$ cat src/dma_ctrl_frame_regs.svh
/*
  Constants of the DMA control frame transmitter: frame type codes,
  frame lengths in words and field positions of the first word.
  Assumes inclusion by the design modules, the link model and the bench.
*/
`ifndef DMA_CTRL_FRAME_REGS_SVH
`define DMA_CTRL_FRAME_REGS_SVH

// Frame type codes, first byte of word zero
`define ACT_FRAME_TYPE     8'h39
`define SETUP_FRAME_TYPE   8'h41

// Frame lengths in 32-bit words
`define ACT_FRAME_WORDS    3'h1
`define SETUP_FRAME_WORDS  3'h7

// Word zero field positions
`define TYPE_LSB           0
`define CTRL_LSB           8
`define DIR_BIT            13
`define IRQ_BIT            14

// Setup frame word indices
`define BUF_ID_LO_WORD     3'h1
`define BUF_ID_HI_WORD     3'h2
`define BUF_OFFSET_WORD    3'h4
`define BYTE_COUNT_WORD    3'h5

// Reset values
`define WORD_RESET         32'h0000_0000
`define IDX_RESET          3'h0

`endif

$ cat src/dma_ctrl_frame_pkg.sv
/*
  Types of the DMA control frame transmitter: states, frame kinds,
  frame content and link-side carriers.
  Uses literal codes, not the constants of dma_ctrl_frame_regs.svh.
*/
package dma_ctrl_frame_pkg;

  typedef enum logic [3:0] {
    transport_idle_state         = 4'h1,
    activate_build_state         = 4'h2,
    setup_build_state            = 4'h4,
    transmit_status_check_state  = 4'h8
  } xmit_state_e;

  typedef enum logic {
    kind_activate = 1'b0,
    kind_setup    = 1'b1
  } frame_kind_e;

  typedef struct packed {
    logic        to_host;
    logic [63:0] buf_id;
    logic [31:0] buf_offset;
    logic [31:0] byte_count;
    logic        irq;
  } setup_content_s;

  typedef struct packed {
    logic        pending;
    logic        valid;
    logic [31:0] word;
    logic        last;
  } link_tx_s;

  typedef struct packed {
    logic ok;
    logic err;
  } link_status_s;

endpackage

$ cat src/frame_word_build.sv
/*
  Picks one word of a DMA control frame from the latched content.
  Assumes the caller steps the word index from zero to length - 1.
*/
`timescale 1ns/10ps
`include "dma_ctrl_frame_regs.svh"

module frame_word_build (
  input  wire dma_ctrl_frame_pkg::frame_kind_e    kind,
  input  wire logic [2:0]                         idx,
  input  wire logic [7:0]                         act_ctrl,
  input  wire dma_ctrl_frame_pkg::setup_content_s setup,
  output logic [31:0]                             word
);

  always_comb begin
    word = `WORD_RESET;
    if (kind == dma_ctrl_frame_pkg::kind_activate) begin
      word[`TYPE_LSB +: 8] = `ACT_FRAME_TYPE;
      word[`CTRL_LSB +: 8] = act_ctrl;
    end else begin
      // Five content items of the setup frame
      case (idx)
        3'h0: begin
          word[`TYPE_LSB +: 8] = `SETUP_FRAME_TYPE;
          word[`DIR_BIT]       = setup.to_host;
          word[`IRQ_BIT]       = setup.irq;
        end
        `BUF_ID_LO_WORD:  word = setup.buf_id[31:0];
        `BUF_ID_HI_WORD:  word = setup.buf_id[63:32];
        `BUF_OFFSET_WORD: word = setup.buf_offset;
        `BYTE_COUNT_WORD: word = setup.byte_count;
        default:          word = `WORD_RESET;
      endcase
    end
  end

endmodule // frame_word_build

$ cat src/dma_control_frame_transmit.sv
/*
  Device transport transmitter for the legacy DMA activate frame and the
  first-party DMA setup frame, device to host.
  Assumes the link layer takes one word per cycle without stalling and
  that every input comes from logic on sys_clk.
*/
//
// Overview of operation
// - An activate request moves to the activate build state, which builds the frame, flags it pending and hands it over.
// - The activate frame goes to the link one word per cycle with no throttling.
// - After the last word of either frame the link is told the frame is complete and the status check state follows.
// - An illegal transition reported by the link during build drops the frame and returns to idle.
// - The status check state waits for the link ending status and acts on a failure.
// - A good ending status returns the block to idle.
// - A failed ending status is reported to the link and the same frame kind is built and sent again.
// - A setup request without an activate request in the same cycle moves to the setup build state, which builds the frame, flags it pending and hands it over.
// - The setup frame carries direction, buffer identifier, buffer offset, byte count and interrupt flag.
// - The setup frame goes to the link one word per cycle with no throttling.
// - One or more data frames follow a setup frame in the direction it names.
`timescale 1ns/10ps
`include "dma_ctrl_frame_regs.svh"

module dma_control_frame_transmit (
  input  wire logic                               sys_clk,
  input  wire logic                               rst,
  // Application side
  input  wire logic                               act_req,
  input  wire logic [7:0]                         act_ctrl,
  input  wire logic                               setup_req,
  input  wire dma_ctrl_frame_pkg::setup_content_s setup_content,
  output logic                                    busy,
  output logic                                    frame_done,
  output logic                                    frame_dropped,
  output logic                                    data_to_host,
  // Link side
  output dma_ctrl_frame_pkg::link_tx_s            link_tx,
  input  wire logic                               link_illegal,
  input  wire dma_ctrl_frame_pkg::link_status_s   link_status,
  output logic                                    link_err_report
);

  typedef struct packed {
    dma_ctrl_frame_pkg::xmit_state_e    state;
    dma_ctrl_frame_pkg::frame_kind_e    kind;
    logic [2:0]                         idx;
    logic [7:0]                         act_ctrl;
    dma_ctrl_frame_pkg::setup_content_s setup;
    dma_ctrl_frame_pkg::link_tx_s       tx;
    logic                               busy;
    logic                               done;
    logic                               dropped;
    logic                               err_report;
    logic                               to_host;
  } ctl_s;

  localparam ctl_s CTL_RESET = '{
    state:      dma_ctrl_frame_pkg::transport_idle_state,
    kind:       dma_ctrl_frame_pkg::kind_activate,
    idx:        `IDX_RESET,
    act_ctrl:   8'h00,
    setup:      '0,
    tx:         '0,
    busy:       1'b0,
    done:       1'b0,
    dropped:    1'b0,
    err_report: 1'b0,
    to_host:    1'b0
  };

  ctl_s        s_r;
  ctl_s        s_nxt;
  logic [31:0] cur_word;

  // Last word index of a frame kind
  function automatic logic [2:0] last_idx(
    input dma_ctrl_frame_pkg::frame_kind_e k
  );
    logic [2:0] len;
    len = (k == dma_ctrl_frame_pkg::kind_activate) ?
          `ACT_FRAME_WORDS : `SETUP_FRAME_WORDS;
    return len - 3'h1;
  endfunction

  // Build state of a frame kind
  function automatic dma_ctrl_frame_pkg::xmit_state_e build_state(
    input dma_ctrl_frame_pkg::frame_kind_e k
  );
    return (k == dma_ctrl_frame_pkg::kind_activate) ?
           dma_ctrl_frame_pkg::activate_build_state :
           dma_ctrl_frame_pkg::setup_build_state;
  endfunction

  frame_word_build u_word (
    .kind     (s_r.kind),
    .idx      (s_r.idx),
    .act_ctrl (s_r.act_ctrl),
    .setup    (s_r.setup),
    .word     (cur_word)
  );

  always_comb begin
    s_nxt            = s_r;
    s_nxt.done       = 1'b0;
    s_nxt.dropped    = 1'b0;
    s_nxt.err_report = 1'b0;
    s_nxt.tx.valid   = 1'b0;
    s_nxt.tx.last    = 1'b0;
    s_nxt.tx.word    = `WORD_RESET;
    case (s_r.state)
      dma_ctrl_frame_pkg::transport_idle_state: begin
        s_nxt.tx.pending = 1'b0;
        s_nxt.busy       = 1'b0;
        s_nxt.idx        = `IDX_RESET;
        if (act_req) begin
          s_nxt.kind     = dma_ctrl_frame_pkg::kind_activate;
          s_nxt.act_ctrl = act_ctrl;
          s_nxt.state    = dma_ctrl_frame_pkg::activate_build_state;
          s_nxt.busy     = 1'b1;
        end else if (setup_req) begin
          s_nxt.kind     = dma_ctrl_frame_pkg::kind_setup;
          s_nxt.setup    = setup_content;
          s_nxt.to_host  = setup_content.to_host;
          s_nxt.state    = dma_ctrl_frame_pkg::setup_build_state;
          s_nxt.busy     = 1'b1;
        end
      end
      dma_ctrl_frame_pkg::activate_build_state,
      dma_ctrl_frame_pkg::setup_build_state: begin
        if (link_illegal) begin
          s_nxt.state      = dma_ctrl_frame_pkg::transport_idle_state;
          s_nxt.tx.pending = 1'b0;
          s_nxt.busy       = 1'b0;
          s_nxt.dropped    = 1'b1;
          s_nxt.idx        = `IDX_RESET;
        end else begin
          // One word per cycle, link never stalls
          s_nxt.tx.pending = 1'b1;
          s_nxt.tx.valid   = 1'b1;
          s_nxt.tx.word    = cur_word;
          if (s_r.idx == last_idx(s_r.kind)) begin
            s_nxt.tx.last = 1'b1;
            s_nxt.idx     = `IDX_RESET;
            s_nxt.state   = dma_ctrl_frame_pkg::transmit_status_check_state;
          end else begin
            s_nxt.idx = s_r.idx + 3'h1;
          end
        end
      end
      dma_ctrl_frame_pkg::transmit_status_check_state: begin
        s_nxt.tx.pending = 1'b0;
        if (link_status.err) begin
          s_nxt.err_report = 1'b1;
          s_nxt.state      = build_state(s_r.kind);
        end else if (link_status.ok) begin
          s_nxt.done  = 1'b1;
          s_nxt.busy  = 1'b0;
          s_nxt.state = dma_ctrl_frame_pkg::transport_idle_state;
        end
      end
      default: begin
        s_nxt = CTL_RESET;
      end
    endcase
  end

  always_ff @(posedge sys_clk or posedge rst) begin
    if (rst) begin
      s_r <= CTL_RESET;
    end else begin
      s_r <= s_nxt;
    end
  end

  assign busy            = s_r.busy;
  assign frame_done      = s_r.done;
  assign frame_dropped   = s_r.dropped;
  assign data_to_host    = s_r.to_host;
  assign link_tx         = s_r.tx;
  assign link_err_report = s_r.err_report;

endmodule // dma_control_frame_transmit

$ cat config.mk
export PLATFORM = sky130hd
export DESIGN_NAME = dma_control_frame_transmit
export DESIGN_NICKNAME = d
export VERILOG_FILES = /design/src/dma_ctrl_frame_pkg.sv /design/src/frame_word_build.sv /design/src/dma_control_frame_transmit.sv
export VERILOG_INCLUDE_DIRS = /design/src /design/src/src
export SDC_FILE = /design/constraint.sdc
export NUM_CORES = 1
export LEC_CHECK = 0
export ABC_AREA = 1
export BUFFER_PORTS_ARGS = -buffer_cell sky130_fd_sc_hd__buf_2
export CAP_MARGIN = 10
export CORE_AREA = 2 2 122 124
export CTS_CLUSTER_DIAMETER = 40
export DETAILED_ROUTE_END_ITERATION = 7
export DIE_AREA = 0 0 124 126
export GPL_TIMING_DRIVEN = 0
export PLACE_DENSITY = 0.95
export SETUP_SLACK_MARGIN = 0.2
export SLEW_MARGIN = 40
export SYNTH_ARGS = -nofsm -noshare
export SYNTH_HDL_FRONTEND = slang
export SYNTH_SLANG_ARGS = --single-unit
$ cat constraint.sdc
create_clock -name sys_clk -period 10.7 [get_ports sys_clk]
set_clock_uncertainty 0.1 [all_clocks]
set_input_delay 1.07 -clock sys_clk [delete_from_list [all_inputs] [get_ports sys_clk]]
set_output_delay 1.07 -clock sys_clk [all_outputs]
set_load 0.1 [all_outputs]
==> flow_summary_export.csv, run 1 <==
group,metric,value,unit
cells_and_area,register_area,4606,µm²
sta,relSlewSlack,0.3908,
routing,drtPass1Iterations,6,
worst_hold_path,holdCritPathClass,"register to register",
cts,cts_resized,0,
worst_setup_path,worst_setup_path_end_kind,"output port",
cells_and_area,final_cell_area,9948,µm²
sta,final.setup.tns,0,ns
cts,max-clock-path-buffers,2,
sta,setup_viol,0,
routing,drt-vias-per-instance,5.359,
cts,cts_buffers,17,
worst_setup_path,path_max_fanout,1,
worst_setup_path,crit_slowest_cell,"buf_2",
worst_setup_path,r2r_cells,9,
worst_hold_path,min-delay-start,"s_r[91]$_DFFE_PP0P_",
cts,clk_latency,0.45,ns
power,switching_power,0.001042,W
sta,worst_pin_slew,0.9139,ns
sta,fmax,0.4009,GHz
cells_and_area,area_delta_synth_final,21.89,%
cts,cts_tree,"yes",
power,pwr-share-comb,0.330,
worst_setup_path,rr_endpoint,"link_tx[4]$_DFF_PP0_",
cts,cts.clk_slew.worst_paths,0.07,ns
place,dp_hpwl,15940,µm
worst_setup_path,cpLargestDelayFamily,"buffers and inverters",
global_routing,use_met3,0.07428,
routing,vias,7454,
sta,finalHoldViolations,0,
place,placed_cell_area,9370,µm²
worst_setup_path,cp-start-kind,"register",
sta,fin_ws,8.206,ns
worst_setup_path,arrival,1.32,ns
routing,wl_per_cell,16.95,µm
global_routing,grt_start_max_net_pins,86,
synthesis,yosysWarningCount,0,
cts,clock-sinks,184,
synthesis,ys.flop_type,"dfrtp_1",
floorplanning,die_w,124,µm
worst_setup_path,critical_path.max_stage_delay,0.41,ns
synthesis,synth_seq_cells,184,
power,powerDensity,258.2,nW/µm²
power,seq_power_share,0.427,
floorplanning,die_area,15620,µm²
power,p_leak,5.717,nW
routing,drc,0,
global_routing,grt_pass1_vias,7344,
synthesis,synthArstFlopShare,1.000,
sta,finalCritPeriodShare,0.2331,
floorplanning,core_area,14310,µm²
power,ir_worst_vdd,189.4,µV
worst_hold_path,min_path_cells,2,
synthesis,netlist_instances,990,
sta,period_needed,2.494,ns
place,place.gp.congestion,0.8996,
global_routing,antenna_found_initial,0,
global_routing,groute.usage.overall,0.3135,
sta,slew_viol_final,0,
floorplanning,die-height,126,µm
cts,postCtsSetupRepairBufs,0,
power,swShare,0.4056,
worst_setup_path,cp.required,9.53,ns
floorplanning,rows,44,
global_routing,grt-ovfl-total,0,
global_routing,grt_pass1_wl,36180,µm
worst_setup_path,crit_type,"register to output port",
floorplanning,ios,185,
cts,clockRootBuffer,"clkbuf_16",
worst_setup_path,cp_cell_sequence,"buf_4, buf_2",
worst_setup_path,crit_buf_inv,2,
routing,ant_nets,0,
power,internal-power,0.001527,W
worst_setup_path,r2r_setup_slack,8.29,ns
worst_hold_path,hold_path_end,"s_r[91]$_DFFE_PP0P_",
routing,wl,23580,µm
sta,rsz0062_at_grt,"false",
synthesis,synth_cell_types,29,
cts,htreeDepth,4,
place,pre_cts_ws,8.208,ns
synthesis,syn-cell-area,8162,µm²
global_routing,met2_usage,0.4910,
global_routing,top_usage_layer,"met2",
cells_and_area,nets,1343,
run_status,status,"finished, final reports clean",
power,power.total,0.002569,W
cells_and_area,multi_input_area,2882,µm²
cells_and_area,layout-drive-gt1-share,0.2452,
cells_and_area,diodes,0,
worst_setup_path,r2r_start,"s_r[179]$_DFFE_PP0N_",
floorplanning,start_util,0.5702,
power,p_clk_frac,0.243,
synthesis,synth_area_per_cell,8.244,µm²
run,maxCapViolCount,0,
synthesis,syn_nets,1139,
routing,first_iter_violations,881,
cells_and_area,fillers,1075,
synthesis,synth_edf_count,0,
synthesis,ys_seq_area_frac,0.5643,
global_routing,grtUsageMet1,0.4064,
cts,postCtsHoldBufs,0,
place,portBuffers,183,
## synth_stat cells (2+ instances only)
library cell	count	area [µm²]
dfrtp_1	183	4579
buf_4	36	270.3
o21ai_0	6	30.03
nand3_1	25	125.1
ha_1	4	50.05
buf_2	21	105.1
buf_6	11	123.9
o21ai_1	3	15.01
nand2_1	545	2046
nor2_1	44	165.2
nand4_1	15	93.84
o22ai_1	2	12.51
a31oi_1	5	31.28
a22o_1	17	148.9
a22oi_1	2	15.01
nand2_2	3	18.77
a21oi_1	14	70.07
nor2_4	2	22.52
inv_1	30	112.6
clkbuf_1	13	48.80
## sequential cells by signal (all words and copies together), names as in the netlist
name / count
s_r: 145
link_tx: 34
busy: 1
data_to_host: 1
frame_done: 1
frame_dropped: 1
link_err_report: 1
## cell usage in the layout (no fill, tap or decap), types with 3 or more instances in the layout
| master | count |
|---|---|
| inv_6 | 4 |
| o21ai_1 | 3 |
| inv_8 | 3 |
| a31oi_1 | 5 |
| clkbuf_1 | 13 |
| clkbuf_16 | 17 |
| nand2_1 | 545 |
| ha_1 | 4 |
| nor2_1 | 44 |
| nand3_1 | 25 |
| buf_2 | 204 |
| a22o_1 | 17 |
| clkinv_4 | 3 |
| nand4_1 | 15 |
| dfrtp_1 | 183 |
| o21ai_0 | 6 |
| buf_4 | 36 |
| inv_1 | 29 |
| nand2_2 | 3 |
| buf_6 | 11 |
| a21oi_1 | 14 |
## power groups by stage
stage | clock network, W | logic [W] | registers [W]
global placement | 0 | 0.000799 | 0.00109
CTS | 0.000624 | 0.000846 | 0.00109
detailed placement | 0 | 0.000837 | 0.00110
finish | 0.000623 | 0.000849 | 0.00110
floorplan | 0 | 0.000562 | 0.00109
global route | 0.000651 | 0.000933 | 0.00112
## per-layer routing
layer,up-vias,part of all wire
met1,3460,0.38
met5,-,0
met3,93,0.10
met2,457,0.47
li1,3444,-
met4,0,0.046
## metrics by stage
stage	std cells	hold slack, ns	util
final	1391	0.3794	0.6950
after CTS	1391	0.3799	0.6950
after global placement	1357	0.3551	0.6503
after detailed placement	1359	0.3644	0.6546
after floorplan	990	0.3419	-
after global routing	1391	0.3969	0.6950
## how the worst max path moves through the flow
| stage | endpoint | cells after the start | startpoint | slack [ns] |
|---|---|---|---|---|
| after floorplan | busy$_DFFE_PP0P_ | 1 | rst | 4.53 |
| after global placement | s_r[58]$_DFFE_PP0P_ | 2 | rst | 2.81 |
| after detailed placement | s_r[153]$_DFFE_PP0P_ | 9 | act_req | 8.21 |
| after CTS | link_tx[30] | 2 | link_tx[30]$_DFF_PP0_ | 8.20 |
| after global routing | link_tx[30] | 2 | link_tx[30]$_DFF_PP0_ | 8.18 |
| final | link_tx[30] | 2 | link_tx[30]$_DFF_PP0_ | 8.21 |
## cell type report
cell class	instances	area share
plain buffers	81	0.05509
flip-flops and latches	184	0.4630
well taps	184	0.02314
clock inverters	14	0.01396
clock buffers	18	0.04415
multi-input cells	692	0.2896
repair buffers	185	0.09760
inverters	33	0.01346
## logic make-up after synthesis
| group | Yosys count | synth area share |
|---|---|---|
| AO/OA/AOI/OAI | 50 | 0.04047 |
| buffers and inverters | 114 | 0.08263 |
| XOR/XNOR | 1 | 0.001073 |
| AND/OR/NAND/NOR | 637 | 0.3054 |
| adder cells (fa/ha/maj) | 4 | 0.006132 |
| flip-flops | 184 | 0.5643 |
## worst register-to-register path: cells and delay by family (launching register included)
family,cells,cell delay [ns]
AO/OA/AOI/OAI,1,0.16
adder cells (fa/ha/maj),1,0.30
buffers and inverters,3,0.85
flip-flops,1,0.43
AND/OR/NAND/NOR,4,0.50
Note: power is estimated with default switching activity, not from simulation.
==> run 2: changes to the inputs <==
Settings changed: CORE_AREA 2 2 122 124 to 2 2 126 128, DIE_AREA 0 0 124 126 to 0 0 128 130, PLACE_DENSITY 0.95 to 0.9.
Clock period 10.7 ns to 2.5 ns, I/O delays scaled along.
==> run 2 against run 1 <==
Effect of this change: first-iteration DRC count down 4.7%; clock power rose to 4.0 times the previous value; global-route usage up 4.2 points; largest power group unchanged; worst setup slack worse by 7.9 ns.
==> flow_summary_export.csv, run 2 (synthesis gave the netlist of run 1 again) <==
group,metric,value,unit
run_status,status,"finished, final reports clean",
cts,clock-sinks,184,
power,powerDensity,974.5,nW/µm²
power,pwr-share-comb,0.353,
place,portBuffers,183,
power,seq_power_share,0.423,
floorplanning,rows,46,
worst_setup_path,r2r_cells,7,
routing,drtPass1Iterations,5,
worst_setup_path,crit_type,"register to register",
sta,setup_viol,0,
global_routing,grt_pass1_vias,8809,
sta,fmax,0.4530,GHz
worst_setup_path,r2r_start,"s_r[179]$_DFFE_PP0N_",
sta,worst_pin_slew,0.6915,ns
cells_and_area,top_register,"s_r",
global_routing,grt_start_max_net_pins,27,
cells_and_area,fillers,1036,
worst_setup_path,cp.required,2.74,ns
global_routing,grtUsageMet1,0.4039,
cells_and_area,area_delta_synth_final,40.49,%
global_routing,groute.usage.overall,0.3558,
sta,rsz0062_at_grt,"true",
worst_setup_path,crit_path_end,"link_tx[28]$_DFF_PP0_",
place,place.gp.congestion,0.8612,
global_routing,top_usage_layer,"met2",
cells_and_area,largest_register_ffs,145,
cts,clk_latency,0.44,ns
sta,period_needed,2.208,ns
cells_and_area,layout-drive-gt1-share,0.2282,
global_routing,antenna_found_initial,0,
worst_setup_path,worst_setup_path_end_kind,"register",
routing,drc,0,
power,switching_power,0.004549,W
routing,wl_per_cell,18.43,µm
worst_setup_path,arrival,2.44,ns
floorplanning,ios,185,
cts,postCtsSetupRepairBufs,0,
worst_setup_path,path_max_fanout,10,
cts,cts_tree,"yes",
cts,clockRootBuffer,"clkbuf_16",
sta,finalHoldViolations,0,
sta,slew_viol_final,0,
power,internal-power,0.006625,W
power,swShare,0.4071,
cts,cts.clk_slew.worst_paths,0.07,ns
floorplanning,die_w,128,µm
routing,first_iter_violations,840,
cells_and_area,fin_util,0.7433,
power,ir_worst_vdd,751.7,µV
run,maxCapViolCount,0,
worst_setup_path,cp-start-kind,"register",
routing,vias,8466,
power,p_clk_frac,0.225,
worst_hold_path,holdCritPathClass,"input port to register",
sta,relSlewSlack,0.5390,
floorplanning,start_util,0.5291,
worst_setup_path,rr_endpoint,"link_tx[28]$_DFF_PP0_",
cells_and_area,nets,1490,
worst_setup_path,startpoint,"s_r[179]$_DFFE_PP0N_",
cts,max-clock-path-buffers,2,
sta,finalCritPeriodShare,0.8830,
global_routing,grt-ovfl-total,0,
cts,htreeDepth,4,
place,pre_cts_ws,0.2698,ns
cells_and_area,final_cell_mix,"nand2_1 (544), buf_2 (204), dfrtp_1 (183)",
global_routing,grt_pass1_wl,44060,µm
routing,wl,28510,µm
routing,drt-vias-per-instance,5.473,
worst_setup_path,r2r_setup_slack,0.29,ns
global_routing,met2_usage,0.6062,
floorplanning,die-height,130,µm
cells_and_area,final_common_cell,"nand2_1",
place,dp_hpwl,16390,µm
routing,ant_nets,0,
cts,cts_buffers,17,
floorplanning,core_area,15420,µm²
floorplanning,die_area,16640,µm²
global_routing,use_met3,0.08241,
sta,fin_ws,0.2924,ns
power,p_leak,6.363,nW
## run 2: changes by cell type in the layout (fill, tap and decap cells not counted), moves of 4 or more
cell	previous run	this run
clkbuf_1	13	6
clkbuf_2	0	9
buf_12	0	4
clkinvlp_4	2	6
dlygate4sd3_1	0	142
## run 2: power by group through the flow
| stage | sequential (W) | clock [W] | combinational, W |
|---|---|---|---|
| after global placement | 0.00466 | 0 | 0.00345 |
| after global routing | 0.00482 | 0.00265 | 0.00426 |
| after CTS | 0.00467 | 0.00251 | 0.00380 |
| final | 0.00472 | 0.00251 | 0.00394 |
| after detailed placement | 0.00470 | 0 | 0.00360 |
| after floorplan | 0.00468 | 0 | 0.00240 |
## run 2: worst min path at each step
stage | end | from | depth (start not counted)
after floorplan | frame_done$_DFF_PP0_ | link_status[0] | 1
after global placement | frame_done$_DFF_PP0_ | link_status[0] | 2
after detailed placement | s_r[138]$_DFFE_PP0P_ | rst | 2
after CTS | s_r[185]$_DFFE_PP0P_ | link_status[1] | 4
after global routing | s_r[172]$_DFFE_PP0P_ | act_req | 3
final | s_r[185]$_DFFE_PP0P_ | link_status[1] | 4
## run 2: cell type report
| cell class | instances | area [µm²] | area share |
|---|---|---|---|
| antenna | 1 | 2.502 | 0.0002182 |
| inverter | 33 | 130.1 | 0.01135 |
| buffer | 81 | 559.3 | 0.04878 |
| clock inverter | 10 | 70.07 | 0.006111 |
| tap | 192 | 240.2 | 0.02095 |
| sequential | 184 | 4606 | 0.4017 |
| multi-input combinational | 692 | 2884 | 0.2515 |
| clock buffer | 22 | 474.2 | 0.04136 |
| timing repair buffer | 332 | 2500 | 0.2180 |
## run 2: timing repair
item / CTS / global route
hold buffers: 142 / 0
gates resized for setup: 0 / 19
endpoints found under the hold margin: 158 / 0
endpoints found under the setup margin: 0 / 29
## run 2: through the flow
stage,instances,setup TNS [ns],hold slack (ns),instance area [µm²],total power [W]
after detailed placement,1372,0,0.2315,9484,0.008303
after global routing,1546,0,0.07236,11460,0.01173
after floorplan,990,-39.11,0.2225,8165,0.007088
after global placement,1365,-222.03,0.3364,9321,0.008115
final,1547,0,0.05501,11470,0.01117
after CTS,1546,0,0.04509,11450,0.01099
## run 2: routing by layer
layer | wire (µm) | share of wire
met5 | 0 | 0
met4 | 1816 | 0.064
met3 | 2607 | 0.091
met2 | 13990 | 0.49
met1 | 10100 | 0.35
## run 2: critical path: stages, from the launching register on
cell	delay (ns)
dfrtp_1	0.43
inv_1	0.13
ha_1	0.31
o21ai_1	0.17
a21oi_1	0.26
nand2_2	0.21
buf_2	0.26
nor2_1	0.23
